## src/rtl/sspc_pkg.sv

```systemverilog
// Package for the SPI shift port: register map, field positions, types
package sspc_pkg;
   localparam int unsigned ADDR_W = 4;
   localparam logic [ADDR_W-1:0] CTRL_OFS = 4'h0;
   localparam logic [ADDR_W-1:0] DATA_OFS = 4'h4;
   localparam logic [ADDR_W-1:0] IRQ_STAT_OFS = 4'h8;
   localparam logic [ADDR_W-1:0] IRQ_EN_OFS = 4'hc;
   localparam logic [ADDR_W-1:0] IRQ_CLR_OFS = 4'h0;
   localparam logic [ADDR_W-1:0] IRQ_CLR2_OFS = 4'h0;
   localparam int unsigned CTRL_W = 8;
   localparam int unsigned TRF_BIT = 0;
   localparam int unsigned WRITE_COLLISION_FLAG_BIT = 1;
   localparam int unsigned SELECT_PIN_ENABLE_BIT = 2;
   localparam int unsigned MLS_BIT = 3;
   localparam int unsigned CLOCK_EDGE_SELECT_BIT = 4;
   localparam int unsigned CKPOL_BIT = 5;
   localparam int unsigned MASTER_BIT = 6;
   localparam int unsigned SERIAL_INTERFACE_ENABLE_BIT = 7;
   localparam logic [CTRL_W-1:0] CTRL_RESET = 8'h00;
   localparam logic [7:0] DATA_RESET = 8'h00;
   localparam int unsigned IRQ_W = 2;
   localparam int unsigned IRQ_TRF = 0;
   localparam int unsigned IRQ_WRITE_COLLISION_FLAG = 1;
   localparam logic [3:0] BIT_COUNT = 4'h8;
   localparam logic [7:0] HALF_DIV = 8'h03;
   localparam logic [1:0] RESP_OKAY = 2'h0;
   localparam logic [1:0] RESP_SLVERR = 2'h2;

   typedef enum logic [1:0] {
      SSPC_IDLE = 2'h0,
      SSPC_TRAIL = 2'h1,
      SSPC_LEAD = 2'h3
   } sspc_state_e;

   typedef struct packed {
      logic sck_o;
      logic sck_oe;
      logic sdo_o;
      logic sdo_oe;
   } sspc_pins_s;
endpackage

```

## src/rtl/sspc_top.sv

```systemverilog
// SPI shift port with AXI4-Lite register access and interrupt
//
// Our own choices: register access over AXI4-Lite and the register offsets.
`timescale 1ns/1ps
module sspc_top
   import sspc_pkg::*;
(
   input wire logic aclk,
   input wire logic aresetn,
   input wire logic [sspc_pkg::ADDR_W-1:0] s_axi_awaddr,
   input wire logic s_axi_awvalid,
   output logic s_axi_awready,
   input wire logic [31:0] s_axi_wdata,
   input wire logic [3:0] s_axi_wstrb,
   input wire logic s_axi_wvalid,
   output logic s_axi_wready,
   output logic [1:0] s_axi_bresp,
   output logic s_axi_bvalid,
   input wire logic s_axi_bready,
   input wire logic [sspc_pkg::ADDR_W-1:0] s_axi_araddr,
   input wire logic s_axi_arvalid,
   output logic s_axi_arready,
   output logic [31:0] s_axi_rdata,
   output logic [1:0] s_axi_rresp,
   output logic s_axi_rvalid,
   input wire logic s_axi_rready,
   input wire logic sck_i,
   output logic sck_o,
   output logic sck_oe,
   input wire logic scs_n_i,
   input wire logic sdi_i,
   output logic sdo_o,
   output logic sdo_oe,
   output logic pins_claimed,
   output logic irq
);
   import sspc_pkg::*;

   ////////////////////////////////////////////////////////////////////////
   // Registers and state
   logic [CTRL_W-1:0] ctrl_q;
   logic trf_q, write_collision_flag_q;
   logic [7:0] shift_q, data_q;
   logic [3:0] cnt_q;
   logic busy_q;
   sspc_state_e st_q;
   sspc_state_e st_d;
   logic [7:0] div_q;
   logic sck_int_q;
   logic sdo_q;
   logic sck_s_q;
   logic [IRQ_W-1:0] ista_q, ien_q;
   logic aw_q, w_q;
   logic [ADDR_W-1:0] awaddr_q;
   logic [31:0] wdata_q;
   logic [3:0] wstrb_q;
   logic bvalid_q, rvalid_q;
   logic [31:0] rdata_q;
   logic [1:0] bresp_q, rresp_q;

   ////////////////////////////////////////////////////////////////////////
   // Pin synchronisers
   logic [2:0] pin_s;
   sspc_sync #(.WIDTH(3)) u_sync (
      .aclk(aclk),
      .aresetn(aresetn),
      .async_i({sdi_i, scs_n_i, sck_i}),
      .sync_o(pin_s)
   );
   wire sck_s = pin_s[0];
   wire scs_n_s = pin_s[1];
   wire sdi_s = pin_s[2];

   ////////////////////////////////////////////////////////////////////////
   // Control decode
   wire en = ctrl_q[SERIAL_INTERFACE_ENABLE_BIT];
   wire master = ctrl_q[MASTER_BIT];
   wire select_pin_enable = ctrl_q[SELECT_PIN_ENABLE_BIT];
   wire msb_first = ctrl_q[MLS_BIT];
   wire clock_edge_select = ctrl_q[CLOCK_EDGE_SELECT_BIT];
   wire ckpol = ctrl_q[CKPOL_BIT];
   wire idle_lvl = ~ckpol;
   // Edge select 1 captures on the edge leaving idle, 0 on the return
   wire cap_leading = clock_edge_select;
   wire sel_ok = ~select_pin_enable | ~scs_n_s;
   wire slave_go = en & ~master & sel_ok;
   wire in_bit = sdi_s;
   wire out_bit = msb_first ? shift_q[7] : shift_q[0];
   wire [7:0] shifted = msb_first ? {shift_q[6:0], in_bit} : {in_bit, shift_q[7:1]};

   // Slave clock edges from the sampled pin
   wire sck_rise = sck_s & ~sck_s_q;
   wire sck_fall = ~sck_s & sck_s_q;
   wire lead_edge = idle_lvl ? sck_fall : sck_rise;
   wire trail_edge = idle_lvl ? sck_rise : sck_fall;
   wire s_cap = slave_go & (cap_leading ? lead_edge : trail_edge);
   wire s_drv = slave_go & busy_q & (cap_leading ? trail_edge : lead_edge);

   // Master divider tick and its edge kinds
   wire tick = (div_q == HALF_DIV);
   wire m_lead = busy_q & master & tick & (st_q != SSPC_TRAIL);
   wire m_trail = busy_q & master & tick & (st_q == SSPC_TRAIL);
   wire m_cap = cap_leading ? m_lead : m_trail;
   wire m_drv = cap_leading ? m_trail : m_lead;
   wire cap = master ? m_cap : s_cap;
   wire last_bit = (cnt_q == BIT_COUNT - 4'h1);
   wire done = cap & last_bit;

   ////////////////////////////////////////////////////////////////////////
   // AXI4-Lite write path
   wire wr_fire = aw_q & w_q & ~bvalid_q;
   wire wr_ctrl = wr_fire & (awaddr_q == CTRL_OFS);
   wire wr_data = wr_fire & (awaddr_q == DATA_OFS);
   wire wr_ien = wr_fire & (awaddr_q == IRQ_EN_OFS);
   wire wr_iclr = wr_fire & (awaddr_q == IRQ_STAT_OFS);
   wire wr_ok = wr_ctrl | wr_data | wr_ien | wr_iclr;
   wire lane0 = wstrb_q[0];
   wire data_wr = wr_data & lane0 & en;
   wire collide = data_wr & busy_q;
   wire m_start = data_wr & ~busy_q & master & sel_ok;
   wire clr_trf = wr_ctrl & lane0 & ~wdata_q[TRF_BIT];
   wire clr_write_collision_flag = wr_ctrl & lane0 & ~wdata_q[WRITE_COLLISION_FLAG_BIT];

   assign s_axi_awready = ~aw_q;
   assign s_axi_wready = ~w_q;
   assign s_axi_bvalid = bvalid_q;
   assign s_axi_bresp = bresp_q;

   always_ff @(posedge aclk) begin
      if (!aresetn) begin
         aw_q <= 1'b0;
         w_q <= 1'b0;
         awaddr_q <= '0;
         wdata_q <= '0;
         wstrb_q <= '0;
         bvalid_q <= 1'b0;
         bresp_q <= RESP_OKAY;
      end else begin
         if (s_axi_awvalid && !aw_q) begin
            aw_q <= 1'b1;
            awaddr_q <= s_axi_awaddr;
         end
         if (s_axi_wvalid && !w_q) begin
            w_q <= 1'b1;
            wdata_q <= s_axi_wdata;
            wstrb_q <= s_axi_wstrb;
         end
         if (wr_fire) begin
            aw_q <= 1'b0;
            w_q <= 1'b0;
            bvalid_q <= 1'b1;
            bresp_q <= wr_ok ? RESP_OKAY : RESP_SLVERR;
         end else if (s_axi_bready) begin
            bvalid_q <= 1'b0;
         end
      end
   end

   ////////////////////////////////////////////////////////////////////////
   // AXI4-Lite read path
   wire [7:0] ctrl_view = {ctrl_q[7:3], select_pin_enable, write_collision_flag_q, trf_q};
   wire [7:0] rd_data = (s_axi_araddr == CTRL_OFS) ? ctrl_view :
                        (s_axi_araddr == DATA_OFS) ? data_q :
                        (s_axi_araddr == IRQ_STAT_OFS) ? {6'h00, ista_q} :
                        (s_axi_araddr == IRQ_EN_OFS) ? {6'h00, ien_q} : 8'h00;
   wire rd_ok = (s_axi_araddr == CTRL_OFS) | (s_axi_araddr == DATA_OFS) |
                (s_axi_araddr == IRQ_STAT_OFS) | (s_axi_araddr == IRQ_EN_OFS);
   wire rd_take = s_axi_arvalid & ~rvalid_q;

   assign s_axi_arready = ~rvalid_q;
   assign s_axi_rvalid = rvalid_q;
   assign s_axi_rdata = rdata_q;
   assign s_axi_rresp = rresp_q;

   always_ff @(posedge aclk) begin
      if (!aresetn) begin
         rvalid_q <= 1'b0;
         rdata_q <= '0;
         rresp_q <= RESP_OKAY;
      end else if (rd_take) begin
         rvalid_q <= 1'b1;
         rdata_q <= {24'h000000, rd_data};
         rresp_q <= rd_ok ? RESP_OKAY : RESP_SLVERR;
      end else if (s_axi_rready) begin
         rvalid_q <= 1'b0;
      end
   end

   ////////////////////////////////////////////////////////////////////////
   // Control register and flags
   always_ff @(posedge aclk) begin
      if (!aresetn) begin
         ctrl_q <= CTRL_RESET;
      end else if (wr_ctrl && lane0) begin
         ctrl_q <= wdata_q[CTRL_W-1:0];
      end
   end

   always_ff @(posedge aclk) begin
      if (!aresetn) begin
         trf_q <= 1'b0;
         write_collision_flag_q <= 1'b0;
      end else begin
         if (done) begin
            trf_q <= 1'b1;
         end else if (clr_trf || m_start) begin
            trf_q <= 1'b0;
         end
         if (collide) begin
            write_collision_flag_q <= 1'b1;
         end else if (clr_write_collision_flag) begin
            write_collision_flag_q <= 1'b0;
         end
      end
   end

   // Interrupt status: set wins over clear
   always_ff @(posedge aclk) begin
      if (!aresetn) begin
         ista_q <= '0;
         ien_q <= '0;
      end else begin
         if (wr_ien && lane0) begin
            ien_q <= wdata_q[IRQ_W-1:0];
         end
         ista_q <= (ista_q & ~((wr_iclr && lane0) ? wdata_q[IRQ_W-1:0] : '0))
                   | {collide, done};
      end
   end
   assign irq = |(ista_q & ien_q);

   ////////////////////////////////////////////////////////////////////////
   // Shift engine
   always_ff @(posedge aclk) begin
      if (!aresetn) begin
         shift_q <= DATA_RESET;
         data_q <= DATA_RESET;
         cnt_q <= '0;
         busy_q <= 1'b0;
         sdo_q <= 1'b1;
         sck_s_q <= 1'b1;
      end else begin
         sck_s_q <= sck_s;
         if (!en) begin
            busy_q <= 1'b0;
            cnt_q <= '0;
            sdo_q <= 1'b1;
         end else if (data_wr && !busy_q) begin
            shift_q <= wdata_q[7:0];
            data_q <= wdata_q[7:0];
            busy_q <= m_start;
            cnt_q <= '0;
            // First bit ready ahead of the first edge
            sdo_q <= msb_first ? wdata_q[7] : wdata_q[0];
         end else if (!master && !sel_ok) begin
            busy_q <= 1'b0;
            cnt_q <= '0;
            sdo_q <= 1'b1;
         end else if (cap) begin
            shift_q <= shifted;
            cnt_q <= cnt_q + 4'h1;
            if (done) begin
               data_q <= shifted;
               busy_q <= 1'b0;
               cnt_q <= '0;
            end else begin
               busy_q <= 1'b1;
            end
         end else if (m_drv || s_drv) begin
            sdo_q <= out_bit;
         end else if (!busy_q && master) begin
            // Back high one cycle after the last capture edge, past the far capture
            sdo_q <= 1'b1;
         end else if (!busy_q && !master && (lead_edge || trail_edge)) begin
            sdo_q <= out_bit;
         end
      end
   end

   ////////////////////////////////////////////////////////////////////////
   // Master clock generator
   // Next phase of the master clock
   always_comb begin
      st_d = st_q;
      if (tick) begin
         case (st_q)
            SSPC_IDLE: begin
               st_d = SSPC_TRAIL;
            end
            SSPC_TRAIL: begin
               st_d = SSPC_LEAD;
            end
            default: begin
               st_d = SSPC_TRAIL;
            end
         endcase
      end
   end

   // A transfer ending on a leading edge finishes the half period first
   always_ff @(posedge aclk) begin
      if (!aresetn) begin
         div_q <= '0;
         st_q <= SSPC_IDLE;
         sck_int_q <= 1'b1;
      end else if (!master || !en || (!busy_q && st_q != SSPC_TRAIL)) begin
         div_q <= '0;
         st_q <= SSPC_IDLE;
         sck_int_q <= idle_lvl;
      end else begin
         div_q <= tick ? 8'h00 : div_q + 8'h01;
         if (tick) begin
            sck_int_q <= ~sck_int_q;
            st_q <= st_d;
         end
      end
   end

   ////////////////////////////////////////////////////////////////////////
   // Pin drivers
   sspc_pins_s pins;
   assign pins.sck_o = sck_int_q;
   assign pins.sck_oe = en & master;
   assign pins.sdo_o = sdo_q;
   assign pins.sdo_oe = en & (master | sel_ok);
   assign sck_o = pins.sck_o;
   assign sck_oe = pins.sck_oe;
   assign sdo_o = pins.sdo_o;
   assign sdo_oe = pins.sdo_oe;
   assign pins_claimed = en;
endmodule

```

## src/rtl/sspc_sync.sv

```systemverilog
// Two-flop synchroniser bank for pin inputs
`timescale 1ns/1ps
module sspc_sync #(
   parameter int unsigned WIDTH = 3
) (
   input wire logic aclk,
   input wire logic aresetn,
   input wire logic [WIDTH-1:0] async_i,
   output logic [WIDTH-1:0] sync_o
);
   logic [WIDTH-1:0] meta_q;
   logic [WIDTH-1:0] sync_q;

   genvar g;
   generate
      for (g = 0; g < WIDTH; g++) begin : g_bit
         always_ff @(posedge aclk) begin
            if (!aresetn) begin
               meta_q[g] <= 1'b1;
               sync_q[g] <= 1'b1;
            end else begin
               meta_q[g] <= async_i[g];
               sync_q[g] <= meta_q[g];
            end
         end
      end
   endgenerate

   assign sync_o = sync_q;
endmodule

```

## config.mk

```make
export PLATFORM = sky130hd
export DESIGN_NAME = sspc_top
export DESIGN_NICKNAME = d
export VERILOG_FILES = /design/src/rtl/sspc_pkg.sv /design/src/rtl/sspc_top.sv /design/src/rtl/sspc_sync.sv
export SDC_FILE = /design/constraint.sdc
export NUM_CORES = 1
export LEC_CHECK = 0
export ABC_AREA = 1
export BUFFER_PORTS_ARGS = -buffer_cell sky130_fd_sc_hd__buf_2
export CAP_MARGIN = 20
export CORE_MARGIN = 4
export CORE_UTILIZATION = 30
export CTS_CLUSTER_SIZE = 30
export DETAILED_ROUTE_END_ITERATION = 8
export PLACE_DENSITY = 0.47
export SLEW_MARGIN = 25
export SYNTH_ARGS = -nofsm -noshare
export SYNTH_HDL_FRONTEND = slang
export SYNTH_HIERARCHICAL = 1
export SYNTH_SLANG_ARGS = --single-unit
```

## constraint.sdc

```tcl
create_clock -name aclk -period 1.83 [get_ports aclk]
set_clock_uncertainty 0.05 [all_clocks]
set_input_delay 0.183 -clock aclk [delete_from_list [all_inputs] [get_ports aclk]]
set_output_delay 0.183 -clock aclk [all_outputs]
set_load 0.01 [all_outputs]
```

==> flow_summary.yaml, run 1 <==
run_status:
  status: "finished, final reports clean"
cts:
  clockBufferDepth: 2
  clock_latency_ns: 0.34
  root_buffer: "clkbuf_16"
  clk_pin_slew_worst_paths_ns: 0.06
  clock_sinks: 79
  htreeDepth: 3
  cts_tree: "done"
  cts-buffers-inserted: 9
synthesis:
  synth_top_cell_area_share_pct: 41.23
  synth_top_family_by_area: "simple AND/OR/NAND/NOR gates"
  synth_ff_type: "dfxtp_1"
  synth-async-reset-ratio_pct: 0
  ys_seq_area_share_pct: 41.23
  yosysWarningCount: 6
  synthMostInstantiatedCell: "nor2_1"
  yosys.area_share.xor_xnor_pct: 0.9132
  synth.area.mux_share_pct: 0
  synth_seq_cells: 79
  synth_edf_count: 0
  synth_cell_types: 42
  yosysTopAreaCell: "dfxtp_1"
  yosys.area_share.simple_pct: 26.65
  ys_top_cells_by_area: "dfxtp_1 (41%), nor2_1 (7.9%), inv_1 (7.4%)"
  synth_compound_area_share_pct: 15.69
  synth-adder-area-share_pct: 0.6523
  synth.top_cells.by_count: "nor2_1 (81), dfxtp_1 (79), inv_1 (76)"
  netlist_instances: 522
  syn_area_um2: 3836
  avgSynthCellArea_um2: 7.349
global_routing:
  grt_overflow_total: 0
  grt_pass1_wl_um: 15040
  grt_pass1_vias: 3068
  grt_max_degree: 26
  grt.total_usage_pct: 13.05
  antenna_found_initial: 0
placement:
  io_buffers: 47
  gp_congestion: 0.8581
  hpwl_um: 6900
sta:
  fin_crit_ns: 1.698
  finalSetupViolCount: 0
  rsz0062_at_grt: "no"
  final_max_slew_viol_count: 0
  timing.hold.ws_ns: 0.01268
  setup_tns_ns: 0
  max_freq_mhz: 588.9
  hold_violations: 0
  period_share_pct: 92.79
floorplanning:
  die_w_um: 121.1
  fp.dieArea_um2: 14660
  io_pins: 101
  fp-row-count: 41
  initial_core_util_pct: 30.52
  die_y_um: 121.1
  core_um2: 12570
routing:
  vias: 3326
  detail-route-antenna-nets: 0
  drcViolationCount: 0
  first_pass_iters: 4
  detail_route.wl_per_cell_um: 11.78
  drtIter0Drc: 172
  viasPerCell: 4.376
  drt_wl_total_um: 8956
min_path:
  hold_depth: 3
  hold_path.class: "in2reg"
  min_from: "s_axi_wstrb[0]"
  holdPathEnd: "wstrb_q[0]"
setup_path:
  ff2ff_path_depth: 10
  critical_path.slowest_cell: "dfxtp_1"
  worstPathArrival_ns: 1.93
  cp_num_buf_inv: 1
  critPathKind: "reg2reg"
  required_ns: 2.06
  max_stage_delay_ns: 0.37
  reg2reg_slack_ns: 0.13
  crit_path_cell_trace: "ha_1 > nand2_2 > nor2_8 > nand4_2 > nand3_4 > nand2_1 > nand2_4 > buf_4 > o21ai_0 > nor2_1"
  path_max_fanout: 6
  reg2reg_to: "shift_q[5]"
  cp-start-kind: "register"
  critPathCaptureType: "register"
  critPathTopFamily: "simple AND/OR/NAND/NOR gates"
  r2r_start: "div_q[0]"
layout:
  area.growth.synth_to_final_pct: 19.21
  fillers: 1349
  nets: 640
  drive_gt1_share_pct: 18.37
  diodes: 0
  multiInputGateArea_um2: 1804
  register_area_um2: 1582
power_and_ir_drop:
  power.density_nw_per_um2: 844.3
  p_leak_nw: 2.061
  ir_drop_uv: 463.3
job:
  drv_cap: 0
[layout make-up]
cell class | instances | share of cell area (%)
clock buffer | 12 | 5.390
clock inverter | 3 | 0.9576
inverter | 79 | 6.484
multi-input combinational | 349 | 39.45
sequential | 79 | 34.58
tap | 172 | 4.706
timing repair buffer | 66 | 8.427
[cells in the final DEF, fill, tap and decap left out, drive strengths merged, types with 2 or more instances in the layout]
| cell type | count |
|---|---|
| dfxtp | 79 |
| dlygate4sd3 | 3 |
| clkbuf | 12 |
| buf | 63 |
| inv | 79 |
| clkinv | 2 |
| a21oi | 32 |
| xor2 | 3 |
| nand4 | 11 |
| o221ai | 6 |
| nand3b | 2 |
| nor3 | 6 |
| a31oi | 2 |
| or2 | 4 |
| o21ai | 56 |
| nor2 | 88 |
| nand3 | 22 |
| nor3b | 2 |
| o211ai | 9 |
| nand2 | 73 |
| conb | 26 |
| ha | 2 |
[power breakdown]
group	total, W	switching (W)	internal [W]
Sequential	0.00182	0.0000406	0.00177
Clock	0.00177	0.000683	0.00109
Combinational	0.000276	0.000177	0.0000993
[sequential cells by signal (all words and copies together) (netlist names), 2 cells and up]
signal,count
data_q,8
div_q,8
s_axi_rdata,8
shift_q,8
wdata_q,8
ctrl_q,6
awaddr_q,4
cnt_q,4
u_sync/meta_q,3
u_sync/sync_o,3
ien_q,2
ista_q,2
st_q,2
[per-stage QoR]
stage | util (%) | total power (W) | worst slack [ns] | instance area, µm² | cells
after global placement | 33.66 | 0.002121 | 0.1216 | 4230 | 742
after detailed placement | 33.66 | 0.002124 | 0.09256 | 4230 | 742
after global routing | 36.39 | 0.004036 | 0.006088 | 4573 | 760
after floorplan | - | 0.002058 | 0.2160 | 3930 | 547
final | 36.39 | 0.003861 | 0.1319 | 4573 | 760
after CTS | 36.21 | 0.003925 | 0.07248 | 4551 | 760
[how the worst max path moves through the flow]
stage / to / slack, ns / cells past startpoint / start
floorplan: data_q[7] / 0.22 / 11 / div_q[0]
global placement: shift_q[6] / 0.12 / 10 / div_q[0]
detailed placement: shift_q[5] / 0.09 / 10 / div_q[0]
CTS: shift_q[5] / 0.07 / 10 / div_q[0]
global route: shift_q[4] / 0.006 / 10 / div_q[0]
finish: shift_q[5] / 0.13 / 10 / div_q[0]
[cells by family (layout without fill, tap and decap cells)]
| logic type | count (synthesis) | after routing |
|---|---|---|
| compound gates | 108 | 108 |
| xor+xnor | 4 | 4 |
| buf+inv | 119 | 160 |
| simple gates | 209 | 209 |
| fa+ha+maj | 2 | 2 |
| other cells | 1 | 26 |
| flops | 79 | 79 |
[repair_timing]
item	in CTS	in global routing
resized for setup	0	5
endpoints found under the setup margin	0	10
hold buffers	3	0
setup buffers	0	0
endpoints found under the hold margin	3	0
[tightest hold or removal path, cell delays in order]
cell and delay [ns]:
buf_2 0.08, nor2_1 0.03, nor2_1 0.08
[per-layer routing]
layer	global-route usage, %	share of wire, %	up-vias
li1	-	-	1759
met1	17.43	48	1497
met2	20.04	45	61
met3	3.636	5.3	9
met4	4.887	1.6	0
met5	0	0	-
Power figures use the tool's default switching activity.
==> run 2: changes to the inputs <==
- clock period: 1.83 -> 1.95 ns (I/O delays scaled with it)
==> flow_summary.yaml, run 2 (synthesis gave the netlist of run 1 again) <==
floorplanning:
  fp-row-count: 41
  fp.dieArea_um2: 14660
  die_y_um: 121.1
  core_um2: 12570
  initial_core_util_pct: 30.52
  die_w_um: 121.1
  io_pins: 101
setup_path:
  required_ns: 2.12
  r2r_start: "div_q[0]"
  worstPathArrival_ns: 1.92
  path_max_fanout: 10
  critPathCaptureType: "register"
  cp-start-kind: "register"
  crit_start: "div_q[0]"
  ff2ff_path_depth: 10
  critPathKind: "reg2reg"
routing:
  detail-route-antenna-nets: 0
  detail_route.wl_per_cell_um: 11.91
  drt_wl_total_um: 8969
  drtIter0Drc: 202
  drcViolationCount: 0
  viasPerCell: 4.377
  vias: 3296
  first_pass_iters: 5
power_and_ir_drop:
  ir_drop_uv: 393.3
  power.internal_w: 0.002776
  p_leak_nw: 2.019
  seq_power_share_pct: 47.3
  p_sw_w: 0.0008285
  clkPwrFrac_pct: 45.6
  power_frac_comb_pct: 7.1
  p_sw_share_pct: 22.99
  power.density_nw_per_um2: 800.4
cts:
  clk_pin_slew_worst_paths_ns: 0.06
  clock_sinks: 79
  cts_tree: "done"
  post-cts-setup-buffer-count: 0
  root_buffer: "clkbuf_16"
  htreeDepth: 3
  cts-buffers-inserted: 9
  clockBufferDepth: 2
  clock_latency_ns: 0.33
min_path:
  min_from: "s_axi_wdata[2]"
  hold_path.class: "in2reg"
  hold_depth: 3
placement:
  dpl-instance-area_um2: 4178
  gp_congestion: 0.8183
  pre_cts_slack_ns: 0.1345
  io_buffers: 47
  hpwl_um: 6850
run_status:
  status: "finished, final reports clean"
sta:
  hold_violations: 0
  period_share_pct: 90.08
  max_freq_mhz: 569.3
  finalSetupViolCount: 0
  fin_ws_ns: 0.1934
  rsz0062_at_grt: "no"
  final_max_slew_viol_count: 0
  fin_crit_ns: 1.757
  setup_tns_ns: 0
global_routing:
  grt_overflow_total: 0
  antenna_found_initial: 0
  grt.total_usage_pct: 12.51
  grt_pass1_vias: 3120
  grt_max_degree: 33
  grt_pass1_wl_um: 14590
layout:
  area.growth.synth_to_final_pct: 17.38
  drive_gt1_share_pct: 16.87
  nets: 633
  final_util_pct: 35.83
  final_area_um2: 4503
  diodes: 0
  fillers: 1345
  layout_commonest_cell: "nor2_1"
  most-common-layout-cells: "nor2_1 (81), dfxtp_1 (79), inv_1 (76), nand2_1 (67), o21ai_0 (48)"
job:
  drv_cap: 0
==> run 2: per-layer routing <==
layer | GRT usage (%) | up-vias | wire, µm
met5 | 0 | - | 0
met1 | 16.25 | 1449 | 4231
met3 | 3.543 | 10 | 587
met4 | 4.887 | 0 | 180
li1 | - | 1749 | -
met2 | 19.62 | 88 | 3969
==> run 2: critical path, stage by stage (launching register included) <==
cell and delay [ns]:
dfxtp_1 0.37, ha_1 0.19, nand2_2 0.09, nor2_8 0.17, nand4_2 0.12, nand3_4 0.15, nand2_1 0.11, nand2_4 0.13
inv_2 0.09, nor2_1 0.09, nor2_1 0.05
==> run 2: layout make-up <==
class	instances	area [µm²]	share of cell area (%)
clock buffer	12	246.5	5.474
clock inverter	3	43.79	0.9725
inverter	79	296.5	6.585
multi-input combinational	349	1787	39.68
sequential	79	1582	35.12
tap	172	215.2	4.779
timing repair buffer	59	332.8	7.391
==> run 2: timing repair <==
| action | CTS | global route |
|---|---|---|
| hold buffers | 3 | 0 |
| setup endpoints to repair | 0 | 7 |
| hold endpoints to repair | 3 | 0 |
| resized for setup | 0 | 1 |
==> run 2: stage by stage <==
stage / std cells / hold slack (ns) / power (W)
finish: 753 / 0.03492 / 0.003604
floorplan: 547 / 0.2137 / 0.001931
detailed placement: 735 / 0.3236 / 0.001994
global placement: 735 / 0.3195 / 0.001990
global route: 753 / 0.03744 / 0.003770
CTS: 753 / 0.01951 / 0.003668
==> run 2: worst paths after layout <==
kind,end,slack (ns)
hold reg to reg,u_sync/sync_o[2],0.36
setup / recovery,shift_q[0],0.19
hold / removal,wdata_q[2],0.03
setup reg to reg,shift_q[0],0.19
==> run 2: power groups by stage <==
| stage | Clock (W) | Sequential, W | Combinational [W] |
|---|---|---|---|
| floorplan | 0 | 0.00174 | 0.000196 |
| finish | 0.00164 | 0.00171 | 0.000257 |
| global route | 0.00177 | 0.00171 | 0.000292 |
| CTS | 0.00170 | 0.00170 | 0.000259 |
| detailed placement | 0 | 0.00174 | 0.000254 |
| global placement | 0 | 0.00174 | 0.000251 |
==> run 3: changes to the inputs <==
- ABC_AREA: 1 -> unset
- PLACE_DENSITY: 0.47 -> 0.48
==> flow_summary.yaml, run 3 <==
min_path:
  hold_path.class: "in2reg"
run_status:
  failed_checks: "setup timing"
  status: "finished with violations"
synthesis:
  ys_top_cells_by_area: "dfxtp_1 (42%), mux2i_1 (12%), nand2_1 (5.8%)"
  netlist_instances: 407
  synth_edf_count: 0
  synthMostInstantiatedCell: "dfxtp_1"
  synth.top_cells.by_count: "dfxtp_1 (79), nand2_1 (58), mux2i_1 (45)"
  synth_cell_types: 49
  ys_seq_area_share_pct: 42.46
  yosysTopAreaCell: "dfxtp_1"
  synth_top_cell_area_share_pct: 42.46
  synth_ff_type: "dfxtp_1"
  synth-async-reset-ratio_pct: 0
  synth_seq_cells: 79
  syn_area_um2: 3725
  avgSynthCellArea_um2: 9.152
  yosysWarningCount: 6
power_and_ir_drop:
  power.internal_w: 0.002695
  clkPwrFrac_pct: 46.0
  p_sw_share_pct: 22.35
  power.density_nw_per_um2: 737.9
  p_sw_w: 0.0007758
  ir_drop_uv: 401.1
  p_leak_nw: 1.943
  finalPower_w: 0.003471
  power_frac_comb_pct: 5.9
  seq_power_share_pct: 48.2
routing:
  detail_route.wl_per_cell_um: 13.16
  drtIter0Drc: 118
  drcViolationCount: 0
  viasPerCell: 4.414
  first_pass_iters: 4
  drt_wl_total_um: 8646
  vias: 2900
  detail-route-antenna-nets: 0
placement:
  gp_congestion: 0.7609
  io_buffers: 47
  dpl-instance-area_um2: 4268
  hpwl_um: 6294
  dp.cells: 635
layout:
  multiInputGateArea_um2: 2013
  most-common-layout-cells: "dfxtp_1 (75), nand2_1 (56), buf_2 (48), mux2i_1 (45), buf_4 (28)"
  area.growth.synth_to_final_pct: 26.27
  diodes: 0
  nets: 541
  register_area_um2: 1589
  final_area_um2: 4703
  final-instance-count-excl-fill: 657
  layout_commonest_cell: "dfxtp_1"
  fillers: 1228
  final_util_pct: 38.99
  drive_gt1_share_pct: 25.36
global_routing:
  grt_overflow_total: 0
  grt.total_usage_pct: 12.21
  grt_pass1_vias: 2734
  grt_pass1_wl_um: 13740
  grt_max_degree: 68
  antenna_found_initial: 0
cts:
  root_buffer: "clkbuf_16"
  clk_pin_slew_worst_paths_ns: 0.06
  clock_latency_ns: 0.33
  htreeDepth: 3
  cts-buffers-inserted: 9
  clock_sinks: 79
  cts_tree: "done"
  clockBufferDepth: 2
sta:
  fin_ws_ns: -0.3263
  rsz0062_at_grt: "yes"
  max_freq_mhz: 439.3
  period_share_pct: 116.7
  final_max_slew_viol_count: 0
  slew-limit-headroom_pct: 66.21
  finalSetupViolCount: 24
  fin_crit_ns: 2.276
  tightest_slew_ns: 0.5059
  hold_violations: 0
floorplanning:
  fp.dieArea_um2: 14260
  io_pins: 101
  initial_core_util_pct: 30.88
  fp-row-count: 40
  die_y_um: 119.4
  core_um2: 12060
  die_w_um: 119.4
job:
  drv_cap: 0
setup_path:
  required_ns: 2.16
  critPathKind: "reg2reg"
  path_max_fanout: 4
  cp-start-kind: "register"
  worstPathArrival_ns: 2.49
  critPathCaptureType: "register"
==> run 3: cell types whose count changed after synthesis, moves of 7 or more <==
cell	previous run	this run
a21boi_0	0	15
a21oi_1	32	11
clkbuf_1	8	15
inv_1	76	8
mux2i_1	0	45
nand2_1	67	58
nand2b_1	0	11
nor2_1	81	21
nor2b_1	0	25
o21ai_0	48	4
o21ai_1	8	0
==> run 3: area by class of cell <==
cell class | instances | share of cell area [%]
Timing Repair Buffer | 86 | 12.26
Inverter | 8 | 0.6385
Multi-Input combinational cell | 301 | 42.80
Tap cell | 168 | 4.469
Clock buffer | 13 | 5.746
Sequential cell | 79 | 33.79
Clock inverter | 2 | 0.2926
==> run 3: logic make-up after synthesis <==
logic type,after synthesis,synth area share [%]
multiplexers,47,13.30
AO/OA/AOI/OAI,53,10.78
XOR/XNOR,9,2.116
other,1,0.1007
AND/OR/NAND/NOR,164,22.20
buffers and inverters,52,8.364
adder cells (fa/ha/maj),2,0.6717
flip-flops,79,42.46
==> run 3: stage by stage <==
step	worst slack, ns	hold WS (ns)	TNS [ns]
global placement	-0.3215	0.3248	-5.505
floorplan	-0.3801	0.2180	-6.511
detailed placement	-0.3742	0.3337	-6.869
finish	-0.3263	0.03074	-6.296
global route	-0.4164	0.03943	-7.899
CTS	-0.3480	0.02177	-5.709
==> run 3: power groups by stage <==
stage               Sequential, W  Combinational [W]  Clock, W
global route              0.00168           0.000228   0.00170
floorplan                 0.00170           0.000165         0
global placement          0.00171           0.000197         0
detailed placement        0.00171           0.000198         0
CTS                       0.00167           0.000205   0.00165
finish                    0.00167           0.000204   0.00160
==> run 3: final timing paths <==
| path | cells past startpoint | start | end | slack [ns] |
|---|---|---|---|---|
| max | 6 | div_q[6] | cnt_q[3] | -0.33 |
| min | 3 | s_axi_awvalid | aw_q | 0.03 |
| max reg2reg | 6 | div_q[6] | cnt_q[3] | -0.33 |
| min reg2reg | 1 | u_sync/meta_q[1] | u_sync/sync_o[1] | 0.36 |
==> run 3: critical path, stage by stage, from the launching register on <==
cell and delay [ns]:
dfxtp_2 0.32, or4_4 0.53, or3_4 0.38, o32ai_4 0.33, nand4_1 0.15, or3_1 0.34, a21oi_2 0.12
==> run 3: metal layers <==
metal	up-vias	routed length [µm]	global-route usage, %
li1	1497	-	-
met1	1317	4320	16.32
met2	76	3766	18.86
met3	10	448	3.846
met4	0	111	3.651
met5	-	0	0
==> run 3: timing repair <==
action,in CTS,in global routing
hold buffers,3,0
gates cloned,1,0
buffers inserted,0,3
resized for setup,9,14
endpoints found under the setup margin,31,24
pin swaps,2,5
hold endpoints to repair,3,0
